### config.mk
export PLATFORM = sky130hd
export DESIGN_NAME = mtp_message_port
export DESIGN_NICKNAME = d
export VERILOG_FILES = /design/src/mtp_pkg.sv /design/src/mtp_fifo.sv /design/src/mtp_message_port.sv
export SDC_FILE = /design/constraint.sdc
export NUM_CORES = 2
export LEC_CHECK = 0
export ABC_AREA = 1
export BUFFER_PORTS_ARGS = -buffer_cell sky130_fd_sc_hd__buf_4
export CAP_MARGIN = 20
export CORE_ASPECT_RATIO = 1.25
export CORE_MARGIN = 10
export CORE_UTILIZATION = 50
export CTS_CLUSTER_SIZE = 20
export DETAILED_ROUTE_END_ITERATION = 10
export PLACE_DENSITY = 0.66
export SYNTH_ARGS = -nofsm -noshare
export SYNTH_HDL_FRONTEND = slang
export SYNTH_SLANG_ARGS = --single-unit
### constraint.sdc
create_clock -name clock -period 6 [get_ports clock]
set_input_delay 0.9 -clock clock [delete_from_list [all_inputs] [get_ports clock]]
set_output_delay 0.9 -clock clock [all_outputs]
set_load 0.1 [all_outputs]
### src/mtp_pkg.sv
// Shared constants and types for the message port
package mtp_pkg;

    // ****************************************
    // Bus shape
    // ****************************************
    localparam int          BYTE_W    = 8;                // Width of one character
    localparam int          LANES     = 4;                // Byte lanes on the data bus
    localparam int          DATA_W    = BYTE_W * LANES;   // External data bus width
    localparam int          CS_LINE   = 2;                // Chip select line of this port
    localparam logic [31:0] ADDR_LO   = 32'h0200_0000;    // First decoded byte address
    localparam logic [31:0] ADDR_HI   = 32'h02FF_FFFF;    // Last decoded byte address
    localparam logic [3:0]  STRB_IDLE = 4'hF;             // All strobes and selects released

    // ****************************************
    // Buffering
    // ****************************************
    localparam int BUF_DEPTH  = 80;                       // Message buffer entries
    localparam int FIFO_DEPTH = 4;                        // Capture FIFO words

    // ****************************************
    // Character codes
    // ****************************************
    localparam logic [7:0] CHR_EXIT = 8'h04;              // Control D, end of test
    localparam logic [7:0] CHR_LF   = 8'h0A;              // Line feed, print
    localparam logic [7:0] CHR_CR   = 8'h0D;              // Carriage return, print
    localparam logic [7:0] CHR_LO   = 8'h20;              // Lowest stored character
    localparam logic [7:0] CHR_HI   = 8'h7E;              // Highest stored character

    // ****************************************
    // Message engine states
    // ****************************************
    typedef enum logic [0:0] {
        MTP_ST_IDLE,                                      // Collecting characters
        MTP_ST_EMIT                                       // Streaming the buffer out
    } mtp_state_type;

endpackage : mtp_pkg

### src/mtp_fifo.sv
// Small flop-based FIFO with valid/ready on both sides
`timescale 1ns/1ps
`default_nettype none

module mtp_fifo #(
    parameter int WIDTH = 8,                          // Word width
    parameter int DEPTH = 4                           // Number of words
) (
    input  wire logic             clock,
    input  wire logic             reset,
    input  wire logic             in_valid,
    output logic                  in_ready,
    input  wire logic [WIDTH-1:0] in_data,
    output logic                  out_valid,
    input  wire logic             out_ready,
    output logic      [WIDTH-1:0] out_data
);

    // ****************************************
    // Elaboration check
    // ****************************************
    if (DEPTH < 2 || WIDTH < 1) begin : g_bad_size
        $error("mtp_fifo needs DEPTH of at least 2 and WIDTH of at least 1");
    end

    localparam int PW = $clog2(DEPTH);                // Pointer width
    localparam int CW = $clog2(DEPTH + 1);            // Fill count width
    localparam logic [PW-1:0] LAST  = PW'(DEPTH - 1); // Last slot index
    localparam logic [CW-1:0] FULLC = CW'(DEPTH);     // Count when full

    logic [WIDTH-1:0] mem_q [DEPTH];                  // Storage slots
    logic [WIDTH-1:0] mem_d [DEPTH];
    logic [PW-1:0]    wr_q, wr_d;                     // Write pointer
    logic [PW-1:0]    rd_q, rd_d;                     // Read pointer
    logic [CW-1:0]    cnt_q, cnt_d;                   // Words held
    logic             push;
    logic             pop;

    // Honest flags straight from the fill count
    assign in_ready  = (cnt_q != FULLC);
    assign out_valid = (cnt_q != '0);
    assign out_data  = mem_q[rd_q];
    assign push      = in_valid && in_ready;
    assign pop       = out_valid && out_ready;

    // ****************************************
    // Next state
    // ****************************************
    // Pointers wrap explicitly so depths that are not a power of two work
    always_comb begin
        mem_d = mem_q;
        wr_d  = wr_q;
        rd_d  = rd_q;
        cnt_d = cnt_q;
        if (push) begin
            mem_d[wr_q] = in_data;
            wr_d        = (wr_q == LAST) ? '0 : PW'(wr_q + 1'b1);
        end
        if (pop) begin
            rd_d = (rd_q == LAST) ? '0 : PW'(rd_q + 1'b1);
        end
        if (push && !pop) begin
            cnt_d = CW'(cnt_q + 1'b1);
        end else if (pop && !push) begin
            cnt_d = CW'(cnt_q - 1'b1);
        end
    end

    // Registers
    always_ff @(posedge clock) begin
        if (reset) begin
            wr_q  <= '0;
            rd_q  <= '0;
            cnt_q <= '0;
            for (int i = 0; i < DEPTH; i++) begin
                mem_q[i] <= '0;
            end
        end else begin
            wr_q  <= wr_d;
            rd_q  <= rd_d;
            cnt_q <= cnt_d;
            mem_q <= mem_d;
        end
    end

endmodule : mtp_fifo

`default_nettype wire

### src/mtp_message_port.sv
// Write-only character message port on the external static memory bus
// Operation
// - Capture data on own writes, never drive
// - Chip selects active low
// - Byte write strobes active low
// - Strobe 0 is low byte, 3 high
// - Decode own window by chip select two
// - Buffer 80 characters, emit on terminator/full
// - Emitted text goes to display output
// - Act only on codes 04, 10, 13
// - Exit code on empty buffer flags failure
// - Store other printable characters until emission
`timescale 1ns/1ps
`default_nettype none

module mtp_message_port
    import mtp_pkg::*;
#(
    parameter int DEPTH = BUF_DEPTH,                  // Message buffer entries
    parameter int FDEPTH = FIFO_DEPTH                 // Capture FIFO words
) (
    input  wire logic              clock,
    input  wire logic              reset,
    input  wire logic [DATA_W-1:0] ext_data_bus,
    input  wire logic [LANES-1:0]  ext_chip_sel_n,
    input  wire logic [LANES-1:0]  ext_byte_wr_n,
    output logic                   out_char_valid,
    output logic      [BYTE_W-1:0] out_char,
    output logic                   msg_done,
    output logic      [6:0]        msg_len,
    output logic                   exit_fail
);

    // ****************************************
    // Elaboration check
    // ****************************************
    if (DEPTH < 1 || DEPTH > 127) begin : g_bad_depth
        $error("mtp_message_port DEPTH must lie in 1..127");
    end

    localparam int          CW    = 7;                // Count width, fits msg_len
    localparam logic [CW-1:0] LASTC = CW'(DEPTH - 1); // Count before the last slot

    // ****************************************
    // Pin synchronisers
    // ****************************************
    logic [DATA_W-1:0] data_s1_q, data_s2_q;          // Data bus stages
    logic [LANES-1:0]  cs_s1_q, cs_s2_q;              // Chip select stages
    logic [LANES-1:0]  wr_s1_q, wr_s2_q;              // Write strobe stages
    logic              wr_prev_q, wr_prev_d;          // Selected write, last cycle
    logic              sel_wr;                        // Selected write now
    logic              cap_stb;                       // Leading edge of a write
    logic [BYTE_W-1:0] cap_byte;                      // Byte from the active lane

    // Two flops per pin; only the second stage feeds logic
    always_ff @(posedge clock) begin
        if (reset) begin
            data_s1_q <= '0;
            data_s2_q <= '0;
            cs_s1_q   <= STRB_IDLE;
            cs_s2_q   <= STRB_IDLE;
            wr_s1_q   <= STRB_IDLE;
            wr_s2_q   <= STRB_IDLE;
        end else begin
            data_s1_q <= ext_data_bus;
            data_s2_q <= data_s1_q;
            cs_s1_q   <= ext_chip_sel_n;
            cs_s2_q   <= cs_s1_q;
            wr_s1_q   <= ext_byte_wr_n;
            wr_s2_q   <= wr_s1_q;
        end
    end

    // Only chip select two marks this window; other lines belong to other slaves
    assign sel_wr  = !cs_s2_q[CS_LINE] && (wr_s2_q != STRB_IDLE);
    assign cap_stb = sel_wr && !wr_prev_q;
    assign wr_prev_d = sel_wr;

    // Lowest active lane wins; a single-byte write has exactly one
    always_comb begin
        cap_byte = data_s2_q[BYTE_W-1:0];
        for (int i = LANES - 1; i >= 0; i--) begin
            if (!wr_s2_q[i]) begin
                cap_byte = data_s2_q[i*BYTE_W +: BYTE_W];
            end
        end
    end

    // ****************************************
    // Capture holding stage
    // ****************************************
    logic              pend_q, pend_d;                // Byte waiting for the FIFO
    logic [BYTE_W-1:0] pbyte_q, pbyte_d;
    logic              f_in_ready;
    logic              f_valid;
    logic [BYTE_W-1:0] f_data;
    logic              pop;

    // A full FIFO holds the byte here; a second write meanwhile replaces it
    always_comb begin
        pend_d  = pend_q && !f_in_ready;
        pbyte_d = pbyte_q;
        if (cap_stb) begin
            pend_d  = 1'b1;
            pbyte_d = cap_byte;
        end
    end

    // Registers
    always_ff @(posedge clock) begin
        if (reset) begin
            pend_q    <= 1'b0;
            pbyte_q   <= '0;
            wr_prev_q <= 1'b0;
        end else begin
            pend_q    <= pend_d;
            pbyte_q   <= pbyte_d;
            wr_prev_q <= wr_prev_d;
        end
    end

    mtp_fifo #(
        .WIDTH (BYTE_W),
        .DEPTH (FDEPTH)
    ) u_fifo (
        .clock     (clock),
        .reset     (reset),
        .in_valid  (pend_q),
        .in_ready  (f_in_ready),
        .in_data   (pbyte_q),
        .out_valid (f_valid),
        .out_ready (pop),
        .out_data  (f_data)
    );

    // ****************************************
    // Message engine
    // ****************************************
    mtp_state_type     state_q, state_d;              // Engine state
    logic [BYTE_W-1:0] buf_q [DEPTH];                 // Message buffer
    logic [BYTE_W-1:0] buf_d [DEPTH];
    logic [CW-1:0]     cnt_q, cnt_d;                  // Characters held
    logic [CW-1:0]     rd_q, rd_d;                    // Emit index
    logic              xpend_q, xpend_d;              // Exit after this emission
    logic              exit_q, exit_d;                // Sticky failure exit
    logic              cv_q, cv_d;                    // Character strobe
    logic [BYTE_W-1:0] ch_q, ch_d;                    // Character out
    logic              mv_q, mv_d;                    // Message done strobe
    logic [CW-1:0]     ml_q, ml_d;                    // Message length
    logic              printable;

    assign printable = (f_data >= CHR_LO) && (f_data <= CHR_HI);

    // The drain stalls during emission, so bursts back up into the FIFO
    always_comb begin
        state_d = state_q;
        buf_d   = buf_q;
        cnt_d   = cnt_q;
        rd_d    = rd_q;
        xpend_d = xpend_q;
        exit_d  = exit_q;
        cv_d    = 1'b0;
        ch_d    = ch_q;
        mv_d    = 1'b0;
        ml_d    = ml_q;
        pop     = 1'b0;
        case (state_q)
            MTP_ST_IDLE: begin
                if (xpend_q) begin
                    // Exit deferred behind a flushed message
                    exit_d  = 1'b1;
                    xpend_d = 1'b0;
                end else if (f_valid) begin
                    pop = 1'b1;
                    if (f_data == CHR_EXIT) begin
                        if (cnt_q == '0) begin
                            exit_d = 1'b1;
                        end else begin
                            xpend_d = 1'b1;
                            rd_d    = '0;
                            state_d = MTP_ST_EMIT;
                        end
                    end else if (f_data == CHR_LF || f_data == CHR_CR) begin
                        rd_d    = '0;
                        state_d = MTP_ST_EMIT;
                    end else if (printable) begin
                        buf_d[cnt_q] = f_data;
                        cnt_d        = CW'(cnt_q + 1'b1);
                        if (cnt_q == LASTC) begin
                            rd_d    = '0;
                            state_d = MTP_ST_EMIT;
                        end
                    end
                    // Other control codes are dropped
                end
            end
            MTP_ST_EMIT: begin
                if (rd_q == cnt_q) begin
                    mv_d    = 1'b1;
                    ml_d    = cnt_q;
                    cnt_d   = '0;
                    state_d = MTP_ST_IDLE;
                end else begin
                    // One stream feeds the display output
                    cv_d = 1'b1;
                    ch_d = buf_q[rd_q];
                    rd_d = CW'(rd_q + 1'b1);
                end
            end
            default: begin
                state_d = MTP_ST_IDLE;
            end
        endcase
    end

    // Registers
    always_ff @(posedge clock) begin
        if (reset) begin
            state_q <= MTP_ST_IDLE;
            cnt_q   <= '0;
            rd_q    <= '0;
            xpend_q <= 1'b0;
            exit_q  <= 1'b0;
            cv_q    <= 1'b0;
            ch_q    <= '0;
            mv_q    <= 1'b0;
            ml_q    <= '0;
            for (int i = 0; i < DEPTH; i++) begin
                buf_q[i] <= '0;
            end
        end else begin
            state_q <= state_d;
            cnt_q   <= cnt_d;
            rd_q    <= rd_d;
            xpend_q <= xpend_d;
            exit_q  <= exit_d;
            cv_q    <= cv_d;
            ch_q    <= ch_d;
            mv_q    <= mv_d;
            ml_q    <= ml_d;
            buf_q   <= buf_d;
        end
    end

    assign out_char_valid = cv_q;
    assign out_char       = ch_q;
    assign msg_done       = mv_q;
    assign msg_len        = ml_q;
    assign exit_fail      = exit_q;

    // ****************************************
    // Assertions
    // ****************************************
    AST_CAPTURE_SELECTED: assert property (@(posedge clock) disable iff (reset)
        cap_stb |-> !cs_s2_q[CS_LINE] && !$past(sel_wr))
        else $error("Capture without chip select two");
    AST_LANE_LOW: assert property (@(posedge clock) disable iff (reset)
        cap_stb && !wr_s2_q[0] |-> cap_byte == data_s2_q[7:0])
        else $error("Lane zero byte not taken from low bits");
    AST_LANE_HIGH: assert property (@(posedge clock) disable iff (reset)
        cap_stb && wr_s2_q == 4'h7 |-> cap_byte == data_s2_q[31:24])
        else $error("Lane three byte not taken from high bits");
    AST_EXIT_EMPTY: assert property (@(posedge clock) disable iff (reset)
        state_q == MTP_ST_IDLE && !xpend_q && pop && f_data == CHR_EXIT && cnt_q == '0
        |=> exit_fail)
        else $error("Exit on empty buffer not flagged");
    AST_EXIT_STICKY: assert property (@(posedge clock) disable iff (reset)
        exit_fail |=> exit_fail)
        else $error("Exit flag dropped without reset");
    AST_FULL_EMIT: assert property (@(posedge clock) disable iff (reset)
        state_q == MTP_ST_IDLE && pop && printable && cnt_q == LASTC
        |=> state_q == MTP_ST_EMIT && cnt_q == CW'(DEPTH))
        else $error("Full buffer not emitted");
    AST_STORE_COUNT: assert property (@(posedge clock) disable iff (reset)
        state_q == MTP_ST_IDLE && !xpend_q && pop && printable && cnt_q < LASTC
        |=> cnt_q == CW'($past(cnt_q) + 1'b1) && state_q == MTP_ST_IDLE)
        else $error("Printable character not stored");
    AST_TERM_EMIT: assert property (@(posedge clock) disable iff (reset)
        state_q == MTP_ST_IDLE && !xpend_q && pop && (f_data == CHR_LF || f_data == CHR_CR)
        |=> state_q == MTP_ST_EMIT && !pop)
        else $error("Terminator did not start emission");
    AST_DONE_CLEARS: assert property (@(posedge clock) disable iff (reset)
        msg_done |-> cnt_q == '0 ##1 !msg_done)
        else $error("Done strobe not single or buffer not cleared");
    AST_STREAM_LEN: assert property (@(posedge clock) disable iff (reset)
        out_char_valid && state_q == MTP_ST_EMIT && rd_q == cnt_q |=> msg_done)
        else $error("Character stream not closed by done strobe");

endmodule : mtp_message_port

`default_nettype wire

-- Yosys cells after proc, flatten, opt, wreduce, memory -nomap -nowiden
Index checks and enable logic that the tools add are counted.
- multiplexer cells: 57
- bitwise logic cells: 9
- magnitude comparators: 8
- add/sub/neg operators: 6
- reduce and logical (&&, ||, !) cells: 29
- equal/unequal tests: 19
- operator list (operator ; number):
    bitwise mux 640 bit ; 1
    two-way mux 7 bit ; 14
    two-way mux 8 bit ; 10
    binary-select mux 8 bit (select 7 bit) ; 1
    demux 8 bit (select 7 bit) ; 1
    bitwise mux 32 bit ; 1
    case mux 7 bit (2 select lines) ; 2
    two-way mux 1 bit ; 20
    AND reduction 6 bit ; 3
    binary-select mux 8 bit (select 2 bit) ; 1
    demux 8 bit (select 2 bit) ; 1
    == test 8 x 4 -> 1 bit, second input constant ; 2
    greater-or-equal comparator 8 bit, second input constant ; 2
    NOT 7 -> 8 bit ; 2
    adder 7 x 1 -> 7 bit, second input constant ; 2
    != test 4 bit, second input constant ; 3
    logical AND 1 bit ; 10
    != test 2 bit, second input constant ; 5
    == test 8 x 3 -> 1 bit, second input constant ; 1
    greater-or-equal comparator 8 x 6 -> 1 bit, second input constant ; 1
    <= comparator 8 x 7 -> 1 bit, second input constant ; 1
    less-than comparator 8 x 1 -> 1 bit, second input constant ; 1
    nonzero test 2 bit ; 4
    == test 7 bit ; 1
    other kinds (21) ; 38
- input bits: 42
- output and inout port bits: 18
- bits in registers: 801
- word-level logic and storage cells: 233

-- Logic depth before layout (Yosys ltp)
- depth in word-level cells: 12
- depth in mapped cells: 17
- depth with buffers taken out: 15

-- Hierarchy
Synthesis repeated with hierarchy kept, for this count alone.
- cell total of the unflattened synthesis: 4718
- area, all modules: 34556.9 um^2
- by module, submodules not included (module ; instances ; area an instance (um^2) ; cells each ; seq. area each (um^2)):
    mtp_message_port ; 1 ; 32245.9 ; 4368 ; 15174.6
    mtp_fifo ; 1 ; 2311.0 ; 350 ; 780.7

-- Least setup slack after synthesis
No wires, ideal clock.
- path type: input -> register
- start point: in reset
- end point: reg buf_q[111] (netlist name)
- path slack: 3.872 ns
- arrival: 2.001 ns
- required time: 5.872 ns
- library setup time: 0.128 ns
- path buffers: 4
- cell stages on the path: 5
- cells stage by stage: clkbuf_1 clkbuf_1 clkbuf_1 clkbuf_1 nor2_1
- RTL lines (what ; RTL line ; RTL):
    from (decl) ; mtp_message_port.sv:23 ; input wire logic reset,
    to (signal assigned) ; mtp_message_port.sv:241 ; buf_q <= buf_d;
    to (decl) ; mtp_message_port.sv:140 ; logic [BYTE_W-1:0] buf_q [DEPTH];
No word-level cell between the ends.

-- Worst setup path after layout
- start point: reg u_fifo.rd_q[0]
- end point: reg buf_q[242] (netlist name)
- cells in the longest elaborated chain, start to end: 8
- elaborated cells on any way between the ends: 15
- those cells by class: order compare (2); eq/ne (3); mux (4); bitwise (3); reduce/logical (3)
- ends and longest elaborated chain (what ; RTL line ; RTL):
    from (decl) ; mtp_fifo.sv:34 ; logic [PW-1:0] rd_q, rd_d;
    from (signal assigned) ; mtp_fifo.sv:80 ; rd_q <= rd_d;
    NOT 2 -> 3 bit (not written as such) * ; mtp_fifo.sv:42 ; assign out_data = mem_q[rd_q];
    binary-select mux 8 bit (select 2 bit) * ; mtp_fifo.sv:42 ;
    two-way mux 8 bit (not written as such) * (2 in a row) ; mtp_fifo.sv:42 ;
    branches (longest 4 deep; another with greater-or-equal comparator 8 x 6 -> 1 bit) ; -- ;
Every way passes the cells marked *. The select of a mux whose other input is x is not followed.
A chain may end at the register's enable or synchronous reset.

==> out/metrics.cfg <==
[outcome]
status = finished clean

[sta]
setup_tns_ns = 0
fin_crit_sh_pct = 67.5
setup_viol = 0
slew_headroom_pct = 24.4
finalHoldViolCount = 0
holdWs_ns = 0.398
fmax_mhz = 247
timing.final.max_slew_violations = 0
period_needed_ns = 4.05
worstMarginPinSlew_ns = 1.13
fin_skew_ns = 0.0199
grt_setup_unrepaired = no

[floorplan]
core_sq_um = 69600
initial_core_util_pct = 50.6
fp.dieW_um = 257
io_pins = 60
fp-row-count = 108
dieArea_sq_um = 81600
dieHeight_um = 317

[placed_design]
dp_cells = 5826
port_buffers = 56
place_area_sq_um = 35800
place_congestion = 0.882
dp_hpwl_um = 64800

[min_path]
holdPathStages = 2
hold_class = reg -> reg

[final_layout]
design_area_sq_um = 38500
syn_to_final_growth_pct = 9.32
nFillCells = 6936
post_route_cells_drive_above_1_share_pct = 6.33
n_antenna_cell = 0
nets = 5026
instances_no_fill = 5971

[worst_setup_path]
cp_max_fo = 77
worstPathCellList = inv_2 -> nand2_1 -> nand2_1 -> nand2_1 -> nand2_4 -> nand2_1 -> nor2_1 -> nand2_1 -> nand3_2 -> inv_8 -> buf_4 -> nand2_1 -> nand2_1 -> a21oi_1
slowest_delay_ns = 0.85
cp.depth = 14
cp-end-kind = register
crit_slowest_cell = dfxtp_1
path_common_cell = nand2_1
rr_worst_depth = 14
critPathKind = reg -> reg
critPathArrivalTime_ns = 4.51
critPathBufInv = 3
crit_path_start_kind = register
crit_required_ns = 6.47
cp_top_family = simple AND/OR/NAND/NOR gates

[cts]
hold_buffers = 0
h-tree-depth = 3
insertion_delay_ns = 0.63
post_cts_resized = 0
clock_sinks = 797
path_clk_slew_ns = 0.06
cts_buffers = 80
tritoncts = yes
root_buffer = clkbuf_16
post_cts_buffers = 0
clk_path_buf_depth = 3

[logic_synthesis]
syn_nets = 5200
synthArstFlopShare_pct = 0
syn_area_per_cell_sq_um = 6.84
yosysSeqAreaShare_pct = 45.3
synthCells = 5148
synth_seq_cells = 797
syn_area_sq_um = 35200
ys_types = 34
synth_warnings = 0
ys.flop_type = dfxtp_1
synth_edf_count = 0

[routing]
vias_per_cell = 5.68
routed_wl_um = 111000
num_vias = 33900
avgRoutedWirePerCell_um = 18.5
drt-initial-drc-count = 3639
antenna_left = 0
firstDrtPassIters = 6
drc_errors = 0

[global_routing]
antenna_found_initial = 0
grt_pass1_vias = 30600
overflow = 0
grt_pass1_wl_um = 173000
grtUsageTotal_pct = 26.0
grt_start_max_net_pins = 229

[pwr]
p_per_area_nw_per_um2 = 358
peakVddDrop_uv = 272
power.total_mw = 13.8
leakage_nw = 13.6

[job]
max-cap-violations = 0

flip-flops by register name, indices dropped and copies added, names as in the netlist, 2 cells and up:
name	count
u_fifo.mem_q	32
out_char	8
data_s2_q	32
buf_q	640
u_fifo.wr_q	2
u_fifo.rd_q	2
data_s1_q	32
wr_s2_q	4
u_fifo.cnt_q	3
rd_q	7
wr_s1_q	4
msg_len	7
cnt_q	7
pbyte_q	8
per-stage QoR:
stage | util, % | setup slack [ns]
2_1_floorplan | - | 3.87
3_3_place_gp | 51.4 | 1.99
3_5_place_dp | 51.4 | 1.98
4_1_cts | 55.3 | 1.97
5_1_grt | 55.4 | 1.60
6_report | 55.4 | 1.95
area by class of cell:
class                      count  area (sq um)  area share [%]
multi-input combinational   3816         17100            44.5
timing repair buffer          95           831            2.16
sequential                   797         16000            41.4
clock buffer                 111          2310            6.00
clock inverter                33           408            1.06
inverter                     184           708            1.84
tap                          935          1170            3.04
cells in the mapped netlist, types with 2 or more instances:
cell	n	area (sq um)
nand2_2	30	188
nand2_1	1476	5540
dfxtp_1	797	16000
nand3_2	15	150
a31oi_1	2	12.5
nand3_1	724	3620
o21ai_0	230	1150
buf_2	63	315
o22ai_1	9	56.3
nand4_1	11	68.8
o221ai_1	8	70.1
o41ai_1	2	17.5
inv_2	21	78.8
clkinv_1	13	48.8
nor2_1	526	1970
o211ai_1	53	398
o2111ai_1	2	17.5
buf_6	13	146
buf_4	6	45.0
inv_1	150	563
ha_1	9	113
or2_2	12	75.1
clkbuf_1	243	912
a21boi_0	8	60.1
buf_1	26	97.6
xor2_1	6	52.6
nor3_1	18	90.1
a21oi_1	669	3350
per-layer routing:
| metal | global-route usage, % | wire (um) | share of wire, % |
|---|---|---|---|
| met5 | 0 | 0 | 0 |
| met4 | 10.5 | 3990 | 3.6 |
| met3 | 4.64 | 8480 | 7.7 |
| met2 | 42.1 | 51200 | 46 |
| met1 | 34.0 | 46800 | 42 |
power by group:
part	internal, mW	switching (mW)	total (mW)
clock	3.01	2.22	5.23
sequential	5.35	0.163	5.51
combinational	0.662	2.39	3.05
total	9.02	4.77	13.8
final timing paths:
check / startpoint / to / slack [ns]
max: u_fifo.rd_q[0]$_SDFFE_PP0P_ / buf_q[242]$_SDFFE_PP0P_ / 1.95
min: data_s1_q[9]$_SDFF_PP0_ / data_s2_q[9]$_SDFF_PP0_ / 0.40
max reg2reg: u_fifo.rd_q[0]$_SDFFE_PP0P_ / buf_q[242]$_SDFFE_PP0P_ / 1.95
min reg2reg: data_s1_q[9]$_SDFF_PP0_ / data_s2_q[9]$_SDFF_PP0_ / 0.40
cell usage in the layout (no fill, tap or decap), types with 3 or more instances in the layout:
| cell | n |
|---|---|
| a21boi_0 | 8 |
| a21oi_1 | 669 |
| buf_12 | 9 |
| buf_4 | 84 |
| bufinv_16 | 7 |
| clkbuf_1 | 13 |
| clkbuf_16 | 81 |
| clkbuf_8 | 17 |
| clkinv_1 | 11 |
| clkinv_2 | 14 |
| clkinv_8 | 4 |
| clkinvlp_4 | 4 |
| dfxtp_1 | 794 |
| ha_1 | 9 |
| inv_1 | 149 |
| inv_2 | 21 |
| inv_6 | 3 |
| nand2_1 | 1470 |
| nand2_2 | 29 |
| nand2_4 | 7 |
| nand3_1 | 724 |
| nand3_2 | 15 |
| nand4_1 | 11 |
| nor2_1 | 525 |
| nor3_1 | 18 |
| o211ai_1 | 53 |
| o21ai_0 | 230 |
| o221ai_1 | 8 |
| o22ai_1 | 9 |
| or2_2 | 12 |
| xor2_1 | 6 |
logic make-up (layout without fill, tap and decap cells):
group / after synthesis / count (layout) / share of synthesized area [%]
AND/OR/NAND/NOR: 2815 / 2815 / 33.3
AO/OA/AOI/OAI: 984 / 984 / 14.6
flip-flops: 797 / 797 / 45.3
buffers and inverters: 535 / 423 / 6.26
adder cells (fa/ha/maj): 10 / 10 / 0.376
XOR/XNOR: 7 / 7 / 0.174
tightest hold or removal path, stage by stage, from the launching register on:
cell and delay, ns:
dfxtp_1 0.29, inv_1 0.04, nor2_1 0.03
(Power assumes the default switching activity.)
